$ cat src/adc_ctl_pkg.sv
package adc_ctl_pkg;
   // Register word indices (printed offsets not all multiples of four,
   // so each is an index and the byte address is four times it)
   localparam logic [11:0] IDX_CONTROL = 12'h858;
   localparam logic [11:0] IDX_RESULT_HIGH = 12'h859;
   localparam logic [11:0] IDX_AVG_LOW = 12'h85A;
   localparam logic [11:0] IDX_RAW_LOW = 12'h85B;
   localparam logic [11:0] IDX_FINE_TRIM = 12'h85E;
   localparam logic [11:0] IDX_IRQ_ROUTE = 12'h864;
   localparam logic [11:0] IDX_IRQ_STATUS = 12'h870;
   localparam logic [11:0] IDX_IRQ_MASK = 12'h871;
   localparam int ADDR_W = 14;
   // Control fields
   localparam int CTL_ENABLE = 0;
   localparam int CTL_AVG_LSB = 1;
   localparam int CTL_MODE = 4;
   localparam int CTL_CLK_LSB = 5;
   localparam logic [7:0] CTL_READ_MASK = 8'h1F;
   localparam logic [7:0] RESET_BYTE = 8'h00;
   localparam int ROUTE_BIT = 3;
   localparam int TRIM_W = 6;
   localparam int RES_W = 12;
   localparam int AVG_MAX_LOG = 7;
   // Clock rates
   localparam int SYS_CLK_HZ = 100_000_000;
   localparam int CONV_4MHZ_HZ = 4_000_000;
   localparam int DIV_4MHZ = SYS_CLK_HZ / CONV_4MHZ_HZ;
   localparam int DIV_W = 8;
   typedef enum logic [1:0]
   {
      CLK_4MHZ = 2'b00,
      CLK_2MHZ = 2'b01,
      CLK_1MHZ = 2'b10,
      CLK_500KHZ = 2'b11
   } conv_clock_t;
   typedef struct packed
   {
      logic [1:0] clock_select;
      logic mode;
      logic [2:0] depth;
      logic enable;
   } control_t;
   typedef struct packed
   {
      logic [RES_W-1:0] averaged;
      logic [RES_W-1:0] raw;
   } result_t;
endpackage : adc_ctl_pkg

$ cat src/conv_clock_div.sv
`timescale 1ns/1ns
`default_nettype none
module conv_clock_div
   import adc_ctl_pkg::*;
#(
   parameter int BASE_DIV = DIV_4MHZ
)
(
   input wire logic clk_i,
   input wire logic rst_i,
   input wire logic run_i,
   input wire logic [1:0] select_i,
   output logic tick_o
);
   logic [DIV_W-1:0] count;
   logic [DIV_W-1:0] limit;

   // Slower rates are multiples of the 4 MHz period
   always_comb
   begin
      limit = DIV_W'(BASE_DIV - 1);
      case (conv_clock_t'(select_i))
         CLK_4MHZ: limit = DIV_W'(BASE_DIV - 1);
         CLK_2MHZ: limit = DIV_W'(BASE_DIV * 2 - 1);
         CLK_1MHZ: limit = DIV_W'(BASE_DIV * 4 - 1);
         CLK_500KHZ: limit = DIV_W'(BASE_DIV * 8 - 1);
         default: limit = DIV_W'(BASE_DIV - 1);
      endcase
   end

   // Counter restarts when idle so the first tick has full spacing
   always_ff @(posedge clk_i)
   begin
      if (rst_i || !run_i)
      begin
         count <= '0;
         tick_o <= 1'b0;
      end
      else if (count >= limit)
      begin
         count <= '0;
         tick_o <= 1'b1;
      end
      else
      begin
         count <= count + 1'b1;
         tick_o <= 1'b0;
      end
   end
endmodule : conv_clock_div
`default_nettype wire

$ cat src/moving_average.sv
`timescale 1ns/1ns
`default_nettype none
module moving_average
   import adc_ctl_pkg::*;
#(
   parameter int MAX_LOG = AVG_MAX_LOG
)
(
   input wire logic clk_i,
   input wire logic rst_i,
   input wire logic clear_i,
   input wire logic sample_i,
   input wire logic [RES_W-1:0] data_i,
   input wire logic [2:0] depth_i,
   output logic [RES_W-1:0] average_o
);
   localparam int DEPTH = 1 << MAX_LOG;
   localparam int SUM_W = RES_W + MAX_LOG;
   logic [RES_W-1:0] window [DEPTH];
   logic [MAX_LOG-1:0] wr_ptr;
   logic [MAX_LOG:0] fill;
   logic [SUM_W-1:0] sum;

   // Index of the sample that leaves a window of given depth
   function automatic logic [MAX_LOG-1:0] oldest(
      input logic [MAX_LOG-1:0] ptr, input logic [2:0] lg);
      oldest = ptr - MAX_LOG'((1 << lg) % DEPTH);
   endfunction : oldest

   // Running sum over the last 2^depth samples; until the window
   // fills, the sum is over fewer samples and reads low
   always_ff @(posedge clk_i)
   begin
      if (rst_i || clear_i)
      begin
         wr_ptr <= '0;
         fill <= '0;
         sum <= '0;
         average_o <= '0;
      end
      else if (sample_i)
      begin
         window[wr_ptr] <= data_i;
         wr_ptr <= wr_ptr + 1'b1;
         if (depth_i == 3'b000)
         begin
            sum <= '0;
            average_o <= data_i;
         end
         else if (fill >= (MAX_LOG+1)'(1 << depth_i))
         begin
            sum <= sum + SUM_W'(data_i)
               - SUM_W'(window[oldest(wr_ptr, depth_i)]);
            average_o <= RES_W'((sum + SUM_W'(data_i)
               - SUM_W'(window[oldest(wr_ptr, depth_i)])) >> depth_i);
         end
         else
         begin
            fill <= fill + 1'b1;
            sum <= sum + SUM_W'(data_i);
            average_o <= RES_W'((sum + SUM_W'(data_i)) >> depth_i);
         end
      end
   end
endmodule : moving_average
`default_nettype wire

$ cat src/adc_control_and_averaging.sv
// Our own choice: the Wishbone register port.
`timescale 1ns/1ns
`default_nettype none
// Overview of operation
// Writing enable starts conversion; single mode clears enable when done.
// Three-bit selector picks averaging depth: off, or 2 to 128 samples.
// Mode bit zero is single, one is continuous with no auto clear.
// Clock select picks 4, 2, 1 MHz or 500 KHz conversion clock.
// Result bytes: high nibbles, averaged low byte, raw low byte, read only.
// Six-bit write-only fine-trim value drives the analog converter.
// Write-only routing bit gates the converter interrupt to the processor.
// Continuous mode converts and raises an interrupt at every result.
module adc_control_and_averaging
   import adc_ctl_pkg::*;
(
   input wire logic clk_i,
   input wire logic rst_i,
   input wire logic wb_cyc_i,
   input wire logic wb_stb_i,
   input wire logic wb_we_i,
   input wire logic [ADDR_W-1:0] wb_adr_i,
   input wire logic [3:0] wb_sel_i,
   input wire logic [31:0] wb_dat_i,
   output logic [31:0] wb_dat_o,
   output logic wb_ack_o,
   output logic conv_start_o,
   output logic conv_sample_o,
   input wire logic conv_done_i,
   input wire logic [RES_W-1:0] conv_data_i,
   output logic [1:0] conv_clock_select_o,
   output logic [TRIM_W-1:0] reference_fine_trim_o,
   output logic irq_o
);
   control_t control;
   result_t result;
   logic [TRIM_W-1:0] reference_fine_trim;
   logic converter_irq_route_enable;
   logic irq_status;
   logic irq_mask;
   logic busy;
   logic tick;
   logic done_meta;
   logic done_sync;
   logic done_prev;
   logic done_pulse;
   logic [RES_W-1:0] data_meta;
   logic [RES_W-1:0] data_sync;
   logic [RES_W-1:0] averaged;
   logic bus_req;
   logic bus_write;
   logic [11:0] index;
   logic write_control;
   logic next_enable;

   // Word index from the byte address
   assign index = wb_adr_i[ADDR_W-1:2];
   assign bus_req = wb_cyc_i && wb_stb_i && !wb_ack_o;
   assign bus_write = bus_req && wb_we_i && wb_sel_i[0];
   assign write_control = bus_write && (index == IDX_CONTROL);

   // One wait state answer: ack one cycle after the request is seen
   always_ff @(posedge clk_i)
   begin
      if (rst_i)
         wb_ack_o <= 1'b0;
      else
         wb_ack_o <= bus_req;
   end

   // Read mux; write-only and unmapped words read zero
   always_ff @(posedge clk_i)
   begin
      if (rst_i)
         wb_dat_o <= '0;
      else if (bus_req && !wb_we_i)
      begin
         wb_dat_o <= '0;
         case (index)
            IDX_CONTROL: wb_dat_o[7:0] <= control & CTL_READ_MASK;
            IDX_RESULT_HIGH: wb_dat_o[7:0] <=
               {averaged[11:8], result.raw[11:8]};
            IDX_AVG_LOW: wb_dat_o[7:0] <= averaged[7:0];
            IDX_RAW_LOW: wb_dat_o[7:0] <= result.raw[7:0];
            IDX_IRQ_STATUS: wb_dat_o[0] <= irq_status;
            IDX_IRQ_MASK: wb_dat_o[0] <= irq_mask;
            default: wb_dat_o <= '0;
         endcase
      end
   end

   // Converter done and data cross from the analog macro
   always_ff @(posedge clk_i)
   begin
      if (rst_i)
      begin
         done_meta <= 1'b0;
         done_sync <= 1'b0;
         done_prev <= 1'b0;
         data_meta <= '0;
         data_sync <= '0;
      end
      else
      begin
         done_meta <= conv_done_i;
         done_sync <= done_meta;
         done_prev <= done_sync;
         data_meta <= conv_data_i;
         data_sync <= data_meta;
      end
   end
   assign done_pulse = done_sync && !done_prev;

   // Enable: a write wins over the auto clear so software intent holds
   always_comb
   begin
      next_enable = control.enable;
      if (done_pulse && busy && !control.mode)
         next_enable = 1'b0;
      if (write_control)
         next_enable = wb_dat_i[CTL_ENABLE];
   end

   // Control register fields
   always_ff @(posedge clk_i)
   begin
      if (rst_i)
         control <= control_t'(RESET_BYTE[6:0]);
      else
      begin
         control.enable <= next_enable;
         if (write_control)
         begin
            control.depth <= wb_dat_i[CTL_AVG_LSB +: 3];
            control.mode <= wb_dat_i[CTL_MODE];
            control.clock_select <= wb_dat_i[CTL_CLK_LSB +: 2];
         end
      end
   end

   // Trim and routing are write only
   always_ff @(posedge clk_i)
   begin
      if (rst_i)
      begin
         reference_fine_trim <= RESET_BYTE[TRIM_W-1:0];
         converter_irq_route_enable <= 1'b0;
      end
      else if (bus_write)
      begin
         if (index == IDX_FINE_TRIM)
            reference_fine_trim <= wb_dat_i[TRIM_W-1:0];
         if (index == IDX_IRQ_ROUTE)
            converter_irq_route_enable <= wb_dat_i[ROUTE_BIT];
      end
   end
   assign reference_fine_trim_o = reference_fine_trim;
   assign conv_clock_select_o = control.clock_select;

   // Conversion sequencing: one start per result in flight
   always_ff @(posedge clk_i)
   begin
      if (rst_i)
      begin
         busy <= 1'b0;
         conv_start_o <= 1'b0;
      end
      else
      begin
         conv_start_o <= 1'b0;
         if (busy && done_pulse)
            busy <= 1'b0;
         else if (!busy && control.enable && !write_control)
         begin
            busy <= 1'b1;
            conv_start_o <= 1'b1;
         end
      end
   end

   // Raw result captured on completion
   always_ff @(posedge clk_i)
   begin
      if (rst_i)
         result.raw <= '0;
      else if (busy && done_pulse)
         result.raw <= data_sync;
   end
   assign result.averaged = averaged;

   // Interrupt status: sticky, set wins over write-one clear
   always_ff @(posedge clk_i)
   begin
      if (rst_i)
      begin
         irq_status <= 1'b0;
         irq_mask <= 1'b0;
      end
      else
      begin
         if (bus_write && index == IDX_IRQ_MASK)
            irq_mask <= wb_dat_i[0];
         if (busy && done_pulse)
            irq_status <= 1'b1;
         else if (bus_write && index == IDX_IRQ_STATUS && wb_dat_i[0])
            irq_status <= 1'b0;
      end
   end
   assign irq_o = irq_status && irq_mask && converter_irq_route_enable;

   // Sample clock for the analog macro, running while busy
   conv_clock_div u_div
   (
      .clk_i(clk_i),
      .rst_i(rst_i),
      .run_i(busy),
      .select_i(control.clock_select),
      .tick_o(tick)
   );
   assign conv_sample_o = tick;

   // Averager restarts when depth changes via control write
   moving_average u_avg
   (
      .clk_i(clk_i),
      .rst_i(rst_i),
      .clear_i(write_control && (wb_dat_i[CTL_AVG_LSB +: 3] != control.depth)),
      .sample_i(busy && done_pulse),
      .data_i(data_sync),
      .depth_i(control.depth),
      .average_o(averaged)
   );
endmodule : adc_control_and_averaging
`default_nettype wire

$ cat config.mk
export PLATFORM = sky130hd
export DESIGN_NAME = adc_control_and_averaging
export DESIGN_NICKNAME = d
export VERILOG_FILES = /design/src/adc_ctl_pkg.sv /design/src/conv_clock_div.sv /design/src/moving_average.sv /design/src/adc_control_and_averaging.sv
export SDC_FILE = /design/constraint.sdc
export NUM_CORES = 2
export LEC_CHECK = 0
export BUFFER_PORTS_ARGS = -buffer_cell sky130_fd_sc_hd__buf_4
export CAP_MARGIN = 30
export CORE_MARGIN = 1
export CORE_UTILIZATION = 56
export CTS_BUF_LIST = sky130_fd_sc_hd__clkbuf_16
export CTS_CLUSTER_SIZE = 20
export DETAILED_ROUTE_END_ITERATION = 12
export HOLD_SLACK_MARGIN = 0.06
export PLACE_DENSITY = 0.72
export SLEW_MARGIN = 25
export SYNTH_ARGS = -nofsm -noshare
export SYNTH_HDL_FRONTEND = slang
export SYNTH_SLANG_ARGS = --single-unit
$ cat constraint.sdc
create_clock -name clk_i -period 18.23 [get_ports clk_i]
set_input_delay 1.823 -clock clk_i [delete_from_list [all_inputs] [get_ports clk_i]]
set_output_delay 1.823 -clock clk_i [all_outputs]
set_load 0.005 [all_outputs]
==> tab_implementation.tex <==
\begin{tabular}{lr}
\hline
Metric & Value \\
\hline
\multicolumn{2}{l}{\textbf{Synth}} \\
\quad Simple-gate portion of the synthesized area & 0.0356 \\
\quad Number of enable flip-flop cells after synthesis & approximately 1,500 \\
\quad Synth warn & 0 \\
\quad Compound-Gate Fraction of Synth Area & 0.0263 \\
\quad Async set-or-reset flop fraction in the synthesized netlist & 0 \\
\quad Seq/Total Area, Yosys & 0.728 \\
\quad Largest area contributor in the netlist & edfxtp\_1 \\
\quad Most instantiated flip-flop cell in the synthesis netlist & edfxtp\_1 \\
\quad Count leader, synth & edfxtp\_1 \\
\quad Post-synthesis cell type count & slightly above 80 \\
\quad Combinational family with the most area after synthesis & multiplexers \\
\quad Synthesized netlist cell count & about 3,300 \\
\quad Average instance area after synthesis & approximately 20 sq um \\
\quad Yosys top cell area share & 0.692 \\
\quad Main area contributors after synthesis & edfxtp\_1, mux4\_2, dfxtp\_1 \\
\quad Synth Cell Area & roughly 67,000 sq um \\
\quad Top cell types by occurrence after synthesis & edfxtp\_1, mux4\_2, nor2\_1 \\
\quad Mux contribution to synthesized area & 0.175 \\
\quad Post-synthesis register bit count & $\sim$1,700 \\
\quad Post-Synth XOR/XNOR Area & 0.00756 \\
\quad Post-synthesis share of cell area spent on full adders, half adders and majority gates & 0.0110 \\
\multicolumn{2}{l}{\textbf{STA}} \\
\quad Worst slew slack as a fraction of its limit & 0.347 \\
\quad Total setup violations reported at the end of the flow & 0 \\
\quad Final Slew Violations & 0 \\
\quad Skew final & around 0.027 ns \\
\quad Max Clock Freq & 102 MHz \\
\quad Period utilisation layout & 0.536 \\
\quad Final hold violation count & 0 \\
\quad Accumulated negative setup slack & 0 ns \\
\quad Actual slew at the worst max-slew pin & between 0.9 and 1 ns \\
\quad Setup repair after global routing missed its margin & no \\
\quad Period minus WS final & slightly below 10 ns \\
\multicolumn{2}{l}{\textbf{Place}} \\
\quad Half-perimeter wire length of the detailed placement result & approximately 87,000 um \\
\quad Placed instance area & a little under 70,000 sq um \\
\quad Routability cong. & between 0.8 and 0.9 \\
\quad Number of buffers added on ports & 57 \\
\multicolumn{2}{l}{\textbf{GRT}} \\
\quad Met3 layer usage reported by global route & 0.0501 \\
\quad Via count of the first global-routing pass & between 30,000 and 40,000 \\
\quad Met2 track utilization from global routing & 0.387 \\
\quad Initial antenna violation count & 1 \\
\quad Global-route total usage across every layer & 0.246 \\
\quad Met1 capacity usage during global routing & 0.347 \\
\quad Remaining global-route overflow & 0 \\
\quad Layer with the highest usage & met2 \\
\quad First-pass GRT wire length & approximately 220,000 um \\
\quad Maximum number of pins on one net before global-route repair & 115 \\
\multicolumn{2}{l}{\textbf{Clocking}} \\
\quad Clock slew at the register clock pins of the worst setup and hold paths & 0.06 ns \\
\quad CTS tree & built \\
\quad Num CTS Buffers & 166 \\
\quad Hold buffers post-CTS & 0 \\
\quad Clk buf depth & 3 \\
\quad H-tree levels & 4 \\
\quad Post-CTS resize count & 0 \\
\quad Post-CTS Setup Inserts & 0 \\
\quad CTS root buf & clkbuf\_16 \\
\quad Number of clock sinks seen by CTS & 1,657 \\
\quad Clock latency at the later pin of the worst-skew pair & slightly below 0.8 ns \\
\multicolumn{2}{l}{\textbf{Power and ir drop}} \\
\quad Pwr/cell area & roughly 100 nW/um\^{}2 \\
\quad Leakage component of the power & roughly 25 nW \\
\quad Max rail drop VDD & between 0.0001 and 0.00015 V \\
\multicolumn{2}{l}{\textbf{Final layout}} \\
\quad Footprint of the flip-flops and latches & 48,600 sq um \\
\quad Synth-to-layout area growth & 12.0\% \\
\quad Fill count & just under 8,000 \\
\quad Share of post-route cells with drive strength above 1 & 0.281 \\
\quad Multi-input logic area & 17,300 sq um \\
\quad Final Cell Area & $\sim$75,000 sq um \\
\quad Diodes inserted & 0 \\
\quad Final Net Count & about 3,600 \\
\multicolumn{2}{l}{\textbf{Worst setup path}} \\
\quad Sort of element at the end of the critical path & flop \\
\quad Flop-to-flop setup slack & between 8 and 9 ns \\
\quad Startpoint types & flop \\
\quad Reg2reg path depth & 25 \\
\quad Worst Path Required & around 19 ns \\
\quad Worst flop-to-flop path startpoint & control[1]\$\_SDFFE\_PP0P\_ \\
\quad Crit path arrival time & between 10 and 15 ns \\
\quad Capture instance of the worst register-to-register path & u\_avg.average\_o[10]\$\_SDFFE\_PP0P\_ \\
\quad Maximum fanout along the worst path & 46 \\
\quad Critical path class & reg -> reg \\
\multicolumn{2}{l}{\textbf{Routing}} \\
\quad Aggregate routed wire length & around 150,000 um \\
\quad WL per Instance & roughly 28 um \\
\quad Drt initial violations & between 3,000 and 4,000 \\
\quad DRC & 0 \\
\quad Post-route antenna net violation count & 0 \\
\quad Routed vias/inst & approximately 6.4 \\
\quad DRT Pass-1 Iters & 6 \\
\quad Number of vias after detailed routing & 33,000 \\
\multicolumn{2}{l}{\textbf{Run}} \\
\quad Maxcap violations & 0 \\
\multicolumn{2}{l}{\textbf{Run status}} \\
\quad Status & finished, final reports clean \\
\multicolumn{2}{l}{\textbf{Min path}} \\
\quad Min-delay src & data\_meta[6]\$\_SDFF\_PP0\_ \\
\quad Cell depth of the worst min-delay path & 1 \\
\quad Worst hold path type & reg -> reg \\
\quad Hold path endpoint & data\_sync[6]\$\_SDFF\_PP0\_ \\
\multicolumn{2}{l}{\textbf{Die}} \\
\quad Die area & $\sim$120,000 sq um \\
\quad Core Region & roughly 120,000 sq um \\
\quad Chip Height & 347 um \\
\quad IO Count & about 110 \\
\quad Initial cell density of the core & 0.565 \\
\quad Site row count & approximately 130 \\
\quad Die boundary width & approximately 350 um \\
\hline
\end{tabular}
==> stage by stage <==
stage | instances | setup slack (ns) | total power [mW] | hold WS, ns | util
after global placement | 4814 | 8.64 | 4.29 | 0.430 | 0.583
after global routing | 5159 | 7.85 | 7.71 | 0.453 | 0.633
final | 5159 | 8.45 | 7.51 | 0.438 | 0.633
after floorplan | 3334 | 11.31 | 4.27 | 0.414 | -
after detailed placement | 4854 | 8.51 | 4.30 | 0.431 | 0.587
after CTS | 5157 | 8.51 | 7.56 | 0.443 | 0.632
==> per-layer routing <==
layer / vias to the layer above / routed length (um)
met5: - / 8
met4: 2 / 4360
met3: 233 / 12000
met2: 1490 / 70900
met1: 17300 / 58400
li1: 13900 / -
==> flip-flops by register name, summed over array words and instances, names as in the netlist, 2 cells and up <==
register and flops:
data_sync 12, u_avg.sum 19, u_avg.wr_ptr 7, reference_fine_trim_o 6, u_avg.window 1536, u_div.count 8, data_meta 12, u_avg.average_o 12
u_avg.fill 8, wb_dat_o 8, result 12, conv_clock_select_o 2, control 5
==> worst max path at each step <==
stage                                 start  cells past startpoint                          endpoint  slack (ns)
floorplan           control[2]$_SDFFE_PP0P_                     26  u_avg.average_o[10]$_SDFFE_PP0P_       11.31
CTS                 control[1]$_SDFFE_PP0P_                     25  u_avg.average_o[10]$_SDFFE_PP0P_        8.51
global route        control[1]$_SDFFE_PP0P_                     25  u_avg.average_o[10]$_SDFFE_PP0P_        7.85
global placement    control[1]$_SDFFE_PP0P_                     25  u_avg.average_o[10]$_SDFFE_PP0P_        8.64
detailed placement  control[1]$_SDFFE_PP0P_                     25  u_avg.average_o[10]$_SDFFE_PP0P_        8.51
finish              control[1]$_SDFFE_PP0P_                     25  u_avg.average_o[10]$_SDFFE_PP0P_        8.45
==> cells in the final DEF (no fill, tap or decap), types with 5 or more instances in the layout <==
cell type | synthesis | layout
nand2b_1 | 8 | 8
mux2i_1 | 49 | 49
nor2_2 | 1 | 56
nor2b_1 | 61 | 61
a22oi_1 | 15 | 15
a21o_1 | 18 | 18
and3_1 | 9 | 9
dfxtp_4 | 0 | 12
clkbuf_16 | 0 | 171
ha_1 | 54 | 54
nor2_1 | 233 | 178
o21ai_0 | 32 | 32
a21oi_1 | 73 | 73
clkinvlp_4 | 0 | 10
a211oi_1 | 44 | 44
mux2_2 | 12 | 12
xnor2_2 | 2 | 5
nand3b_1 | 5 | 5
edfxtp_1 | 1536 | 1536
nand4_1 | 6 | 6
nand3_1 | 45 | 45
mux4_2 | 489 | 489
a31oi_1 | 7 | 7
nor3_1 | 13 | 13
nand2_1 | 93 | 93
xor2_1 | 28 | 27
clkinv_2 | 0 | 23
inv_6 | 0 | 5
clkinv_1 | 0 | 35
buf_4 | 35 | 178
conb_1 | 1 | 24
o211ai_1 | 14 | 14
o21a_1 | 7 | 7
and2_1 | 5 | 5
xnor2_1 | 24 | 20
inv_1 | 21 | 60
dfxtp_1 | 121 | 109
bufinv_16 | 0 | 14
==> logic make-up after synthesis <==
kind of cell	count (synthesis)
muxes	550
AOI/OAI and AO/OA	259
adders and majority gates	57
other	1
DFF	1657
xor gates and xnor gates	55
buffers and inverters	222
and+or+nand+nor	510
==> critical path: stages (launching register included) <==
cell,delay [ns]
dfxtp_1,0.37
buf_4,0.39
inv_1,0.35
nor3_1,0.60
fa_4,0.43
xnor2_2,0.11
buf_4,0.60
buf_4,0.78
buf_4,0.79
mux4_2,0.64
mux4_2,0.48
nor2b_1,0.19
a211oi_1,0.59
a211oi_1,0.11
a21oi_1,0.35
ha_1,0.30
nand2b_1,0.10
a21oi_1,0.07
o21ai_0,0.42
a211oi_1,0.22
o21ai_0,0.18
or3b_2,0.46
a22o_1,0.28
mux4_2,0.48
a21oi_1,0.16
a311oi_1,0.10
==> area by class of cell <==
cell class / instances / share of cell area
clock buffers: 171 / 0.0573
clock inverters: 132 / 0.0138
inverters: 21 / 0.00106
multi-input cells: 1455 / 0.232
flip-flops and latches: 1657 / 0.650
well taps: 1536 / 0.0257
repair buffers: 187 / 0.0201
==> where the power goes <==
| part | switching, mW | internal [mW] |
|---|---|---|
| sequential | 0.0202 | 4.14 |
| clock | 1.40 | 1.90 |
| combinational | 0.0424 | 0.0156 |
| total | 1.46 | 6.05 |
Note: power is estimated with default switching activity, not from simulation.
